<file path="config.mk">
export PLATFORM = sky130hd
export DESIGN_NAME = fxc_host
export DESIGN_NICKNAME = d
export VERILOG_FILES = /design/src/fxc_pkg.sv /design/src/fxc_sync.sv /design/src/fxc_host.sv
export SDC_FILE = /design/constraint.sdc
export NUM_CORES = 1
export LEC_CHECK = 0
export ABC_CLOCK_PERIOD_IN_PS = 3600
export BUFFER_PORTS_ARGS = -buffer_cell sky130_fd_sc_hd__buf_2
export CORE_MARGIN = 5
export CORE_UTILIZATION = 55
export CTS_CLUSTER_SIZE = 30
export DETAILED_ROUTE_END_ITERATION = 7
export GPL_TIMING_DRIVEN = 1
export PLACE_DENSITY_LB_ADDON = 0.3
export SLEW_MARGIN = 20
export SYNTH_ARGS = -nofsm -noshare
export SYNTH_HDL_FRONTEND = slang
export SYNTH_SLANG_ARGS = --single-unit
</file>
<file path="constraint.sdc">
create_clock -name aclk -period 3.6 [get_ports aclk]
set_input_delay 0.72 -clock aclk [delete_from_list [all_inputs] [get_ports aclk]]
set_output_delay 0.72 -clock aclk [all_outputs]
set_load 0.01 [all_outputs]
</file>
<file path="src/fxc_pkg.sv">
// fxc_pkg: constants shared by the strobe-driven fifo host controller
// assumes a 200 MHz aclk and the slowest speed grade of the fifo device
package fxc_pkg;

  // ------------------------------------------------------------------
  // widths
  // ------------------------------------------------------------------
  localparam int FXC_WORD_W = 9;
  localparam int FXC_ADDR_W = 5;
  localparam int FXC_CNT_W = 8;
  localparam int FXC_SYNC_W = FXC_WORD_W + 3;

  // ------------------------------------------------------------------
  // register offsets (byte addresses)
  // ------------------------------------------------------------------
  localparam logic [FXC_ADDR_W-1:0] FXC_REG_CTRL = 5'h00;
  localparam logic [FXC_ADDR_W-1:0] FXC_REG_CMD = 5'h04;
  localparam logic [FXC_ADDR_W-1:0] FXC_REG_WDATA = 5'h08;
  localparam logic [FXC_ADDR_W-1:0] FXC_REG_RDATA = 5'h0c;
  localparam logic [FXC_ADDR_W-1:0] FXC_REG_STATUS = 5'h10;

  // ------------------------------------------------------------------
  // field positions
  // ------------------------------------------------------------------
  localparam int FXC_CTRL_DEPTH = 0;
  localparam int FXC_CTRL_FIRST = 1;
  localparam int FXC_CMD_CLEAR = 0;
  localparam int FXC_CMD_REWIND = 1;
  localparam int FXC_CMD_READ = 2;
  localparam int FXC_ST_BUSY = 0;
  localparam int FXC_ST_EMPTY = 1;
  localparam int FXC_ST_FULL = 2;
  localparam int FXC_ST_HALF = 3;
  localparam int FXC_ST_REFUSED = 4;
  localparam int FXC_SY_EMPTY = FXC_WORD_W;
  localparam int FXC_SY_FULL = FXC_WORD_W + 1;
  localparam int FXC_SY_HALF = FXC_WORD_W + 2;

  localparam logic [1:0] FXC_RESP_OKAY = 2'h0;
  localparam logic [1:0] FXC_RESP_SLVERR = 2'h2;

  // ------------------------------------------------------------------
  // timing
  // ------------------------------------------------------------------
  localparam int FXC_CLK_NS = 5;
  localparam int FXC_STROBE_NS = 200;
  localparam int FXC_RECOV_NS = 35;
  localparam int FXC_SYNC_CYC = 2;
  localparam int FXC_STROBE_CYC = (FXC_STROBE_NS + FXC_CLK_NS - 1) / FXC_CLK_NS;
  localparam int FXC_RECOV_CYC = (FXC_RECOV_NS + FXC_CLK_NS - 1) / FXC_CLK_NS;
  localparam logic [FXC_CNT_W-1:0] FXC_STROBE_LAST = FXC_CNT_W'(FXC_STROBE_CYC - 1);
  localparam logic [FXC_CNT_W-1:0] FXC_READ_LAST =
    FXC_CNT_W'(FXC_STROBE_CYC + FXC_SYNC_CYC - 1);
  localparam logic [FXC_CNT_W-1:0] FXC_RECOV_LAST = FXC_CNT_W'(FXC_RECOV_CYC - 1);
  localparam logic [FXC_CNT_W-1:0] FXC_CNT_ZERO = 8'h00;
  localparam logic [FXC_CNT_W-1:0] FXC_CNT_ONE = 8'h01;

  // ------------------------------------------------------------------
  // types
  // ------------------------------------------------------------------
  typedef enum logic [1:0] {
    FXC_IDLE = 2'b00,
    FXC_ACT = 2'b01,
    FXC_REC = 2'b10
  } fxc_state_t;

  typedef enum logic [1:0] {
    FXC_OP_CLEAR = 2'b00,
    FXC_OP_WRITE = 2'b01,
    FXC_OP_READ = 2'b10,
    FXC_OP_REWIND = 2'b11
  } fxc_op_t;

endpackage

</file>
<file path="src/fxc_sync.sv">
// fxc_sync: two-flop synchroniser for a group of pin inputs
// assumes each bit is an independent level from outside the aclk domain
`timescale 1ns/1ps
`default_nettype none
module fxc_sync #(
  parameter int W = 1
) (
  // clock and control
  input wire logic aclk,
  input wire logic aresetn,
  input wire logic ce,
  // levels
  input wire logic [W-1:0] d,
  output logic [W-1:0] q
);
  genvar i;
  generate
    for (i = 0; i < W; i++)
    begin : g_bit
      logic meta;
      always_ff @(posedge aclk)
      begin
        if (!aresetn)
        begin
          meta <= 1'b1;
          q[i] <= 1'b1;
        end
        else if (ce)
        begin
          meta <= d[i];
          q[i] <= meta;
        end
      end
    end
  endgenerate
endmodule
`default_nettype wire

</file>
<file path="src/fxc_host.sv">
// fxc_host: host controller driving a strobe-based fifo device over its pins
// assumes an axi4-lite master on aclk and device pins outside the clock domain
//
// What this block does
// - wide systems join control inputs; flags may come from any one device
// - depth chains combine all full flags and all empty flags externally
// - only the first chained device gets first-load low, others high
// - rewind is never used in depth mode
// - each token output is wired to the next device's token input
// - token-in pulses meet setup, width and recovery around strobes; the host never times its strobes against the token input
// - each host watches the flag that belongs to its own direction
`timescale 1ns/1ps
`default_nettype none
module fxc_host (
  // clock, reset, enable
  input wire logic aclk,
  input wire logic aresetn,
  input wire logic ce,
  // axi4-lite write
  input wire logic [fxc_pkg::FXC_ADDR_W-1:0] awaddr,
  input wire logic awvalid,
  output logic awready,
  input wire logic [31:0] wdata,
  input wire logic [3:0] wstrb,
  input wire logic wvalid,
  output logic wready,
  output logic [1:0] bresp,
  output logic bvalid,
  input wire logic bready,
  // axi4-lite read
  input wire logic [fxc_pkg::FXC_ADDR_W-1:0] araddr,
  input wire logic arvalid,
  output logic arready,
  output logic [31:0] rdata,
  output logic [1:0] rresp,
  output logic rvalid,
  input wire logic rready,
  // device control pins
  output logic clear_n,
  output logic write_n,
  output logic read_n,
  output logic first_or_rewind_n,
  output logic chain_token_in_n,
  output logic chain_token_in_oe_n,
  output logic [fxc_pkg::FXC_WORD_W-1:0] fifo_wdata,
  // device status and data pins
  input wire logic [fxc_pkg::FXC_WORD_W-1:0] fifo_rdata,
  input wire logic empty_flag_n,
  input wire logic full_flag_n,
  input wire logic half_marker_n
);
  import fxc_pkg::*;

  // ------------------------------------------------------------------
  // pin synchronisers
  // ------------------------------------------------------------------
  logic [FXC_SYNC_W-1:0] sync_q;
  logic sync_empty_n;
  logic sync_full_n;
  logic sync_half_n;
  logic [FXC_WORD_W-1:0] sync_rdata;

  fxc_sync #(.W(FXC_SYNC_W)) u_sync (
    .aclk(aclk),
    .aresetn(aresetn),
    .ce(ce),
    .d({half_marker_n, full_flag_n, empty_flag_n, fifo_rdata}),
    .q(sync_q)
  );

  assign sync_empty_n = sync_q[FXC_SY_EMPTY];
  assign sync_full_n = sync_q[FXC_SY_FULL];
  assign sync_half_n = sync_q[FXC_SY_HALF];
  assign sync_rdata = sync_q[FXC_WORD_W-1:0];

  // ------------------------------------------------------------------
  // axi write channel
  // ------------------------------------------------------------------
  fxc_state_t state;
  logic op_pend;
  logic wr_fire;
  logic wr_known;

  assign wr_fire = awready;
  assign wr_known = (awaddr == FXC_REG_CTRL) || (awaddr == FXC_REG_CMD) ||
                    (awaddr == FXC_REG_WDATA);

  always_ff @(posedge aclk)
  begin
    if (!aresetn)
    begin
      awready <= 1'b0;
      wready <= 1'b0;
      bvalid <= 1'b0;
      bresp <= FXC_RESP_OKAY;
    end
    else if (ce)
    begin
      if (awready)
      begin
        awready <= 1'b0;
        wready <= 1'b0;
        bvalid <= 1'b1;
        bresp <= wr_known ? FXC_RESP_OKAY : FXC_RESP_SLVERR;
      end
      else if (bvalid)
      begin
        if (bready)
          bvalid <= 1'b0;
      end
      else if (awvalid && wvalid && state == FXC_IDLE && !op_pend)
      begin
        awready <= 1'b1;
        wready <= 1'b1;
      end
    end
  end

  // ------------------------------------------------------------------
  // mode register
  // ------------------------------------------------------------------
  logic ctrl_depth;
  logic ctrl_first;

  always_ff @(posedge aclk)
  begin
    if (!aresetn)
    begin
      ctrl_depth <= 1'b0;
      ctrl_first <= 1'b0;
    end
    else if (ce && wr_fire && wstrb[0] && awaddr == FXC_REG_CTRL)
    begin
      ctrl_depth <= wdata[FXC_CTRL_DEPTH];
      ctrl_first <= wdata[FXC_CTRL_FIRST];
    end
  end

  // single mode grounds the device's token input; depth mode leaves it to the chain
  always_ff @(posedge aclk)
  begin
    if (!aresetn)
    begin
      chain_token_in_n <= 1'b0;
      chain_token_in_oe_n <= 1'b1;
    end
    else if (ce)
    begin
      chain_token_in_n <= 1'b0;
      chain_token_in_oe_n <= ctrl_depth;
    end
  end

  // ------------------------------------------------------------------
  // strobe sequencer
  // ------------------------------------------------------------------
  fxc_op_t op;
  logic [FXC_CNT_W-1:0] cnt;
  logic refused;
  logic [FXC_WORD_W-1:0] rd_word;

  always_ff @(posedge aclk)
  begin
    if (!aresetn)
    begin
      state <= FXC_IDLE;
      op <= FXC_OP_CLEAR;
      op_pend <= 1'b0;
      cnt <= FXC_CNT_ZERO;
      refused <= 1'b0;
      rd_word <= '0;
      clear_n <= 1'b1;
      write_n <= 1'b1;
      read_n <= 1'b1;
      first_or_rewind_n <= 1'b1;
      fifo_wdata <= '0;
    end
    else if (ce)
    begin
      if (wr_fire && wstrb[0] && awaddr == FXC_REG_WDATA)
      begin
        op_pend <= 1'b1;
        op <= FXC_OP_WRITE;
        fifo_wdata <= wdata[FXC_WORD_W-1:0];
      end
      else if (wr_fire && wstrb[0] && awaddr == FXC_REG_CMD)
      begin
        op_pend <= wdata[FXC_CMD_CLEAR] | wdata[FXC_CMD_REWIND] | wdata[FXC_CMD_READ];
        if (wdata[FXC_CMD_CLEAR])
          op <= FXC_OP_CLEAR;
        else if (wdata[FXC_CMD_REWIND])
          op <= FXC_OP_REWIND;
        else
          op <= FXC_OP_READ;
      end
      case (state)
        FXC_IDLE:
        begin
          if (op_pend)
          begin
            op_pend <= 1'b0;
            refused <= 1'b0;
            cnt <= FXC_STROBE_LAST;
            state <= FXC_ACT;
            case (op)
              FXC_OP_CLEAR:
              begin
                clear_n <= 1'b0;
                first_or_rewind_n <= !(ctrl_depth && ctrl_first);
              end
              FXC_OP_WRITE:
              begin
                if (!sync_full_n)
                begin
                  refused <= 1'b1;
                  state <= FXC_IDLE;
                end
                else
                  write_n <= 1'b0;
              end
              FXC_OP_READ:
              begin
                cnt <= FXC_READ_LAST;
                if (!sync_empty_n)
                begin
                  refused <= 1'b1;
                  state <= FXC_IDLE;
                end
                else
                  read_n <= 1'b0;
              end
              FXC_OP_REWIND:
              begin
                if (ctrl_depth)
                begin
                  refused <= 1'b1;
                  state <= FXC_IDLE;
                end
                else
                  first_or_rewind_n <= 1'b0;
              end
              default:
                state <= FXC_IDLE;
            endcase
          end
        end
        FXC_ACT:
        begin
          if (cnt == FXC_CNT_ZERO)
          begin
            if (!read_n)
              rd_word <= sync_rdata;
            clear_n <= 1'b1;
            write_n <= 1'b1;
            read_n <= 1'b1;
            if (op == FXC_OP_REWIND)
              first_or_rewind_n <= 1'b1;
            cnt <= FXC_RECOV_LAST;
            state <= FXC_REC;
          end
          else
            cnt <= cnt - FXC_CNT_ONE;
        end
        FXC_REC:
        begin
          // the first-load strap is held through reset recovery
          if (cnt == FXC_CNT_ZERO)
          begin
            first_or_rewind_n <= 1'b1;
            state <= FXC_IDLE;
          end
          else
            cnt <= cnt - FXC_CNT_ONE;
        end
        default:
          state <= FXC_IDLE;
      endcase
    end
  end

  // ------------------------------------------------------------------
  // axi read channel
  // ------------------------------------------------------------------
  always_ff @(posedge aclk)
  begin
    if (!aresetn)
    begin
      arready <= 1'b0;
      rvalid <= 1'b0;
      rdata <= 32'h0000_0000;
      rresp <= FXC_RESP_OKAY;
    end
    else if (ce)
    begin
      if (arready)
      begin
        arready <= 1'b0;
        rvalid <= 1'b1;
        rdata <= 32'h0000_0000;
        rresp <= FXC_RESP_OKAY;
        if (araddr == FXC_REG_CTRL)
        begin
          rdata[FXC_CTRL_DEPTH] <= ctrl_depth;
          rdata[FXC_CTRL_FIRST] <= ctrl_first;
        end
        else if (araddr == FXC_REG_RDATA)
          rdata[FXC_WORD_W-1:0] <= rd_word;
        else if (araddr == FXC_REG_STATUS)
        begin
          // flags are taken from this one device only
          rdata[FXC_ST_BUSY] <= (state != FXC_IDLE) || op_pend;
          rdata[FXC_ST_EMPTY] <= !sync_empty_n;
          rdata[FXC_ST_FULL] <= !sync_full_n;
          rdata[FXC_ST_HALF] <= !sync_half_n && !ctrl_depth;
          rdata[FXC_ST_REFUSED] <= refused;
        end
        else if (araddr != FXC_REG_CMD && araddr != FXC_REG_WDATA)
          rresp <= FXC_RESP_SLVERR;
      end
      else if (rvalid)
      begin
        if (rready)
          rvalid <= 1'b0;
      end
      else if (arvalid)
        arready <= 1'b1;
    end
  end

  // ------------------------------------------------------------------
  // assertions
  // ------------------------------------------------------------------
  localparam int C_WLOW = FXC_STROBE_CYC;
endmodule
`default_nettype wire

</file>
* Yosys cells after proc, flatten, opt, wreduce, memory -nomap -nowiden *
Index checks and enable logic that the tools add are counted.

storage, ports and cells
  output and inout port bits = 56
  flip-flop bits (word level) = 81

cells by class
  mux-type cells = 68
  reductions and logical operators = 44
  $add $sub $neg = 1
  eq/ne operators = 24
  bitwise operators = 3

operator list
  operator               number
  $mux W1                39
  $mux W2                12
  $mux W8                3
  $pmux W8 S3            1
  $logic_and A1 B1 Y1    12
  $ne A2 B2 Y1 const B   6
  $reduce_and A4 Y1      3
  $reduce_and A6 Y1      2
  $eq A5 B4 Y1 const B   2
  $logic_not A5 Y1       2
  $mux W5                2
  $ne A2 B1 Y1 const B   5
  $pmux W1 S3            3
  $logic_not A8 Y1       1
  $mux W4                2
  $pmux W1 S2            4
  $reduce_and A2 Y1      4
  $reduce_and A8 Y1      1
  $reduce_bool A2 Y1     4
  $sub A8 B1 Y8 const B  1
  $mux W7                1
  $eq A2 B2 Y1 const B   3
  $logic_not A1 Y1       6
  $pmux W2 S3            1
  14 further kinds       20

* Longest topological paths before layout *
  word-level depth = 6
  mapped depth = 8
  depth with buffers taken out = 6

* By module *
Synthesis repeated with hierarchy kept, for this count alone.

second synthesis, totals
  cell total of the unflattened synthesis = 417
  area, all modules = 3773.6 um2

by module, submodules not included
  module    times used  area an instance (um2)  cells an instance
  fxc_host  1           2904.0                  340
  fxc_sync  1           869.6                   77

* Worst setup path before layout *
Ideal clock, no wire load.

  path type = input to register
  from = input awaddr[4] in the netlist's numbering
  to = register fifo_wdata[6] in the netlist's numbering
  data arrival time = 1.938 ns
  cell stages on the path = 6
  setup slack = 1.534 ns
  library setup time = 0.128 ns
  cell sequence = or3_1 clkbuf_1 nor4_1 buf_2 mux2i_1 nor2_1

between the ends
  cells in the longest elaborated chain, start to end = 3

RTL lines
  item                                RTL line         source
  from (decl)                         fxc_host.sv:20   input wire logic [fxc_pkg::FXC_ADDR_W-1:0] awaddr,
  $eq A5 B4 Y1                        fxc_host.sv:180  if (wr_fire && wstrb[0] && awaddr == FXC_REG_WDATA)
  $logic_and A1 B1 Y1                 fxc_host.sv:180
  $reduce_and A2 Y1 (no source line)  -
  to (signal assigned)                fxc_host.sv:184  fifo_wdata <= wdata[FXC_WORD_W-1:0];
  to (decl)                           fxc_host.sv:45   output logic [fxc_pkg::FXC_WORD_W-1:0] fifo_wdata,

No other way between the ends.
A chain may end at the register's enable or synchronous reset.

* Worst setup path in the final report *
  from = register state[0]
  to = register cnt[1]

between the ends
  cells in the longest elaborated chain, start to end = 3

RTL lines
  item                                                                        RTL line         source
  from (decl)                                                                 fxc_host.sv:79   fxc_state_t state;
  from (signal assigned)                                                      fxc_host.sv:166  state <= FXC_IDLE;
  from (signal assigned)                                                      fxc_host.sv:204  state <= FXC_ACT;
  from (signal assigned)                                                      fxc_host.sv:216  state <= FXC_IDLE;
  $eq A2 B2 Y1, or another cell as far along                                  fxc_host.sv:196  case (state)
  $ne A2 B2 Y1 (no source line) / $reduce_bool A3 Y1 (equally long branches)  -
  $reduce_and A4 Y1 (no source line)                                          -
  to (signal assigned)                                                        fxc_host.sv:262  cnt <= cnt - FXC_CNT_ONE;
  to (signal assigned)                                                        fxc_host.sv:273  cnt <= cnt - FXC_CNT_ONE;
  to (decl)                                                                   fxc_host.sv:158  logic [FXC_CNT_W-1:0] cnt;

Several ways; a longest one is shown, not always the timed one.

==> results.md <==
* Detailed Place HPWL at 5950 um
* Simple-Gate Fraction of Synth Area at a little under a fifth
* Worst Tran Pin Value at roughly 0.94 ns
* Width of the die at between 90 and 100 um
* Area share of fa/ha/maj cells after synthesis at 2.02%
* Detailed Route Iter0 Violations at roughly 130
* # fillers at 590
* Initial DRT Pass Iterations at 5
* WL/cell at about 15 um
* Yosys warning count at 0
* Post-CTS Repair Setup Buffers at 0
* DR DRC count at 0
* Register Area at approximately 1600 um^2
* Power per Cell Area at between 300 and 400 nW/um^2
* Status: finished clean
* EDFF count, synth at 0
* Ranking of synthesized cells by area: dfxtp_1 42%, mux2i_1 13%, buf_4 5.4%, nand2_1 4.7%, nor2_1 3.9%
* PnR Total Power at roughly 1.7 mW
* CP Data Arrival Time at roughly 2.6 ns
* #FFs+latches synth at 79
* I/O pin count at 122
* Max-cap viol count at 0
* Post-Syn Area at 3720 um^2
* Die H at 92.3 um
* Met2 wire length at between 4000 and 5000 um
* Max_slew headroom at 36.8%
* Clk root buf: clkbuf_8
* Multiplexer area fraction after synthesis at about an eighth
* Post-synthesis compound-gate area fraction at around 14%
* Hold Path Stages at 2
* Layout area overhead at 12.1%
* Pins over their slew limit at 0
* Fmax at around 0.42 GHz
* Commonest cells in the netlist: 79 x dfxtp_1, 47 x mux2i_1, 47 x nand2_1, 39 x nor2_1, 28 x a21oi_1
* Global-route wire length before repair at 13800 um
* Required time worst endpoint at slightly below 4 ns
* # clock sinks at 79
* Post-synthesis cell count at roughly 420
* Detail Route Antenna Nets at 0
* Die area at 8520 um^2
* # setup viols final at 0
* Crit-path max FO at 12
* R2R depth at 6
* Distinct cells, synth at 55
* Syn Area/Cell at 8.81 um^2
* Xor and xnor area share after synthesis at 0.705%
* Largest family of logic cells by synthesized area: simple AND/OR/NAND/NOR gates
* Core Area at around 6700 um^2
* Placer congestion estimate at approximately 0.86
* Number of vias per cell at about 5.5
* Final wirelength at approximately 8400 um
* Multi-input gate area at approximately 1900 um^2
* # diodes at 0
* Tot GR Track Use at between 20% and 30%
* TritonCTS Buffers at 9
* Largest net degree at the start of global routing at 42
* Sum Neg Setup Slack at 0 ns
* RSZ-0062 raised after global routing: no
* Met3 wire len at ~490 um
* Worst skew pair latency at around 0.36 ns
* Proportion of layout cells with a drive suffix above 1 at around a fifth
* Synth area leader: dfxtp_1
* Sequential fraction of the synthesis area at between 40% and 50%
* Post-synth top flop: dfxtp_1
* PostCTS Resize Cnt at 0
* Htree depth at 3
* Hold WC Path Type: reg -> reg
* Top sig layer: met4
* Ys async rst share at 0%
* WL met1 at between 3000 and 4000 um
* # nets final at about 550
* Top-area cell type share of the netlist area at 42.5%
* Clock Path Buffers at 2
* Critical Path End Type: flop
* Clk slew on worst S/H paths at 0.09 ns
* Vias at about 3100
* Row count at 30
* Hold_buf cts at 0
* Setup CP Type: reg -> reg
* Port bufs at 69
* Tmin final at roughly 2.4 ns
* Top-count cell post-synth: dfxtp_1
* Remaining Overflow, GRT at 0
* LEAKAGE at roughly 1.7 nW
* Peak supply drop at about 290 uV
* Final period util at between 60% and 70%
* Initial Util at between 50% and 60%
* CTS tree: built
* Vias in the first global route at between 2000 and 3000
* Final Hold Vio Count at 0
* Skew final at around 0.011 ns
* CP startpoint kind: flop
* Initial antenna violation count at 0
report_power, final:
part	switching, mW	internal (mW)	total, mW
sequential	0.0148	0.895	0.910
combinational	0.0808	0.0514	0.132
clock	0.352	0.258	0.610
total	0.447	1.20	1.65
flip-flops by register name, indices dropped and copies added, names as in the netlist, 2 cells and up:
name	count
u_sync.g_bit.meta	12
u_sync.q	12
fifo_wdata	9
rd_word	9
rdata	9
cnt	8
op	2
state	2
cell families (layout without fill, tap and decap cells):
logic type,count (synthesis),count (layout)
flops,79,79
compound gates,78,78
mux,47,47
simple gates,146,146
xor+xnor,3,3
fa+ha+maj,6,6
buf+inv,63,99
other cells,1,26
final timing paths:
kind         slack, ns  startpoint       end
max reg2reg       1.25    state[0]    cnt[1]
min               0.45    rdata[8]  rdata[8]
max               1.25    state[0]    cnt[1]
min reg2reg       0.45    rdata[8]  rdata[8]
routing by layer:
metal | GRT usage, % | up-vias
met3 | 4.79 | 7
li1 | - | 1555
met4 | 6.68 | 0
met1 | 25.8 | 1464
met5 | 0 | -
met2 | 33.1 | 102
layout make-up:
| cell class | count | share of cell area [%] |
|---|---|---|
| tap | 80 | 2.40 |
| sequential | 79 | 37.9 |
| clock inverter | 7 | 1.38 |
| clock buffer | 9 | 2.97 |
| multi-input combinational | 306 | 45.4 |
| inverter | 9 | 0.809 |
| timing repair buffer | 74 | 9.17 |
stage by stage:
step / std cells / utilization [%] / worst slack [ns] / instance area [um^2] / hold WS (ns)
5_1_grt: 564 / 62.5 / 1.07 / 4180 / 0.492
3_5_place_dp: 548 / 59.8 / 1.16 / 4000 / 0.443
4_1_cts: 564 / 62.5 / 1.28 / 4180 / 0.455
6_report: 564 / 62.5 / 1.25 / 4180 / 0.452
3_3_place_gp: 548 / 59.8 / 1.21 / 4000 / 0.441
2_1_floorplan: 448 / - / 1.53 / 3820 / 0.441
layout by cell type (no fill, tap or decap), types with 3 or more instances in the layout:
master	instances
nor3_1	11
dfxtp_1	79
nor4_2	3
nand2_1	47
a31oi_1	5
nor4_1	4
or3_1	3
nand4_1	5
o21ai_0	13
and2_1	4
nor2b_1	3
nand3_1	9
nand2b_1	4
or4_1	3
nor2_1	39
o211ai_1	3
a211oi_1	5
conb_1	26
inv_1	8
buf_4	5
a32oi_1	4
ha_1	6
clkbuf_8	9
a21oi_1	28
mux2i_1	47
buf_2	69
worst max-delay path, cell delays in order, from the launching register on:
cell      delay (ns)
dfxtp_1         0.39
inv_1           0.08
ha_1            0.34
nor2b_1         0.25
nor3_1          0.65
o211ai_1        0.24
o221a_2         0.30
Note: power is estimated with default switching activity, not from simulation.
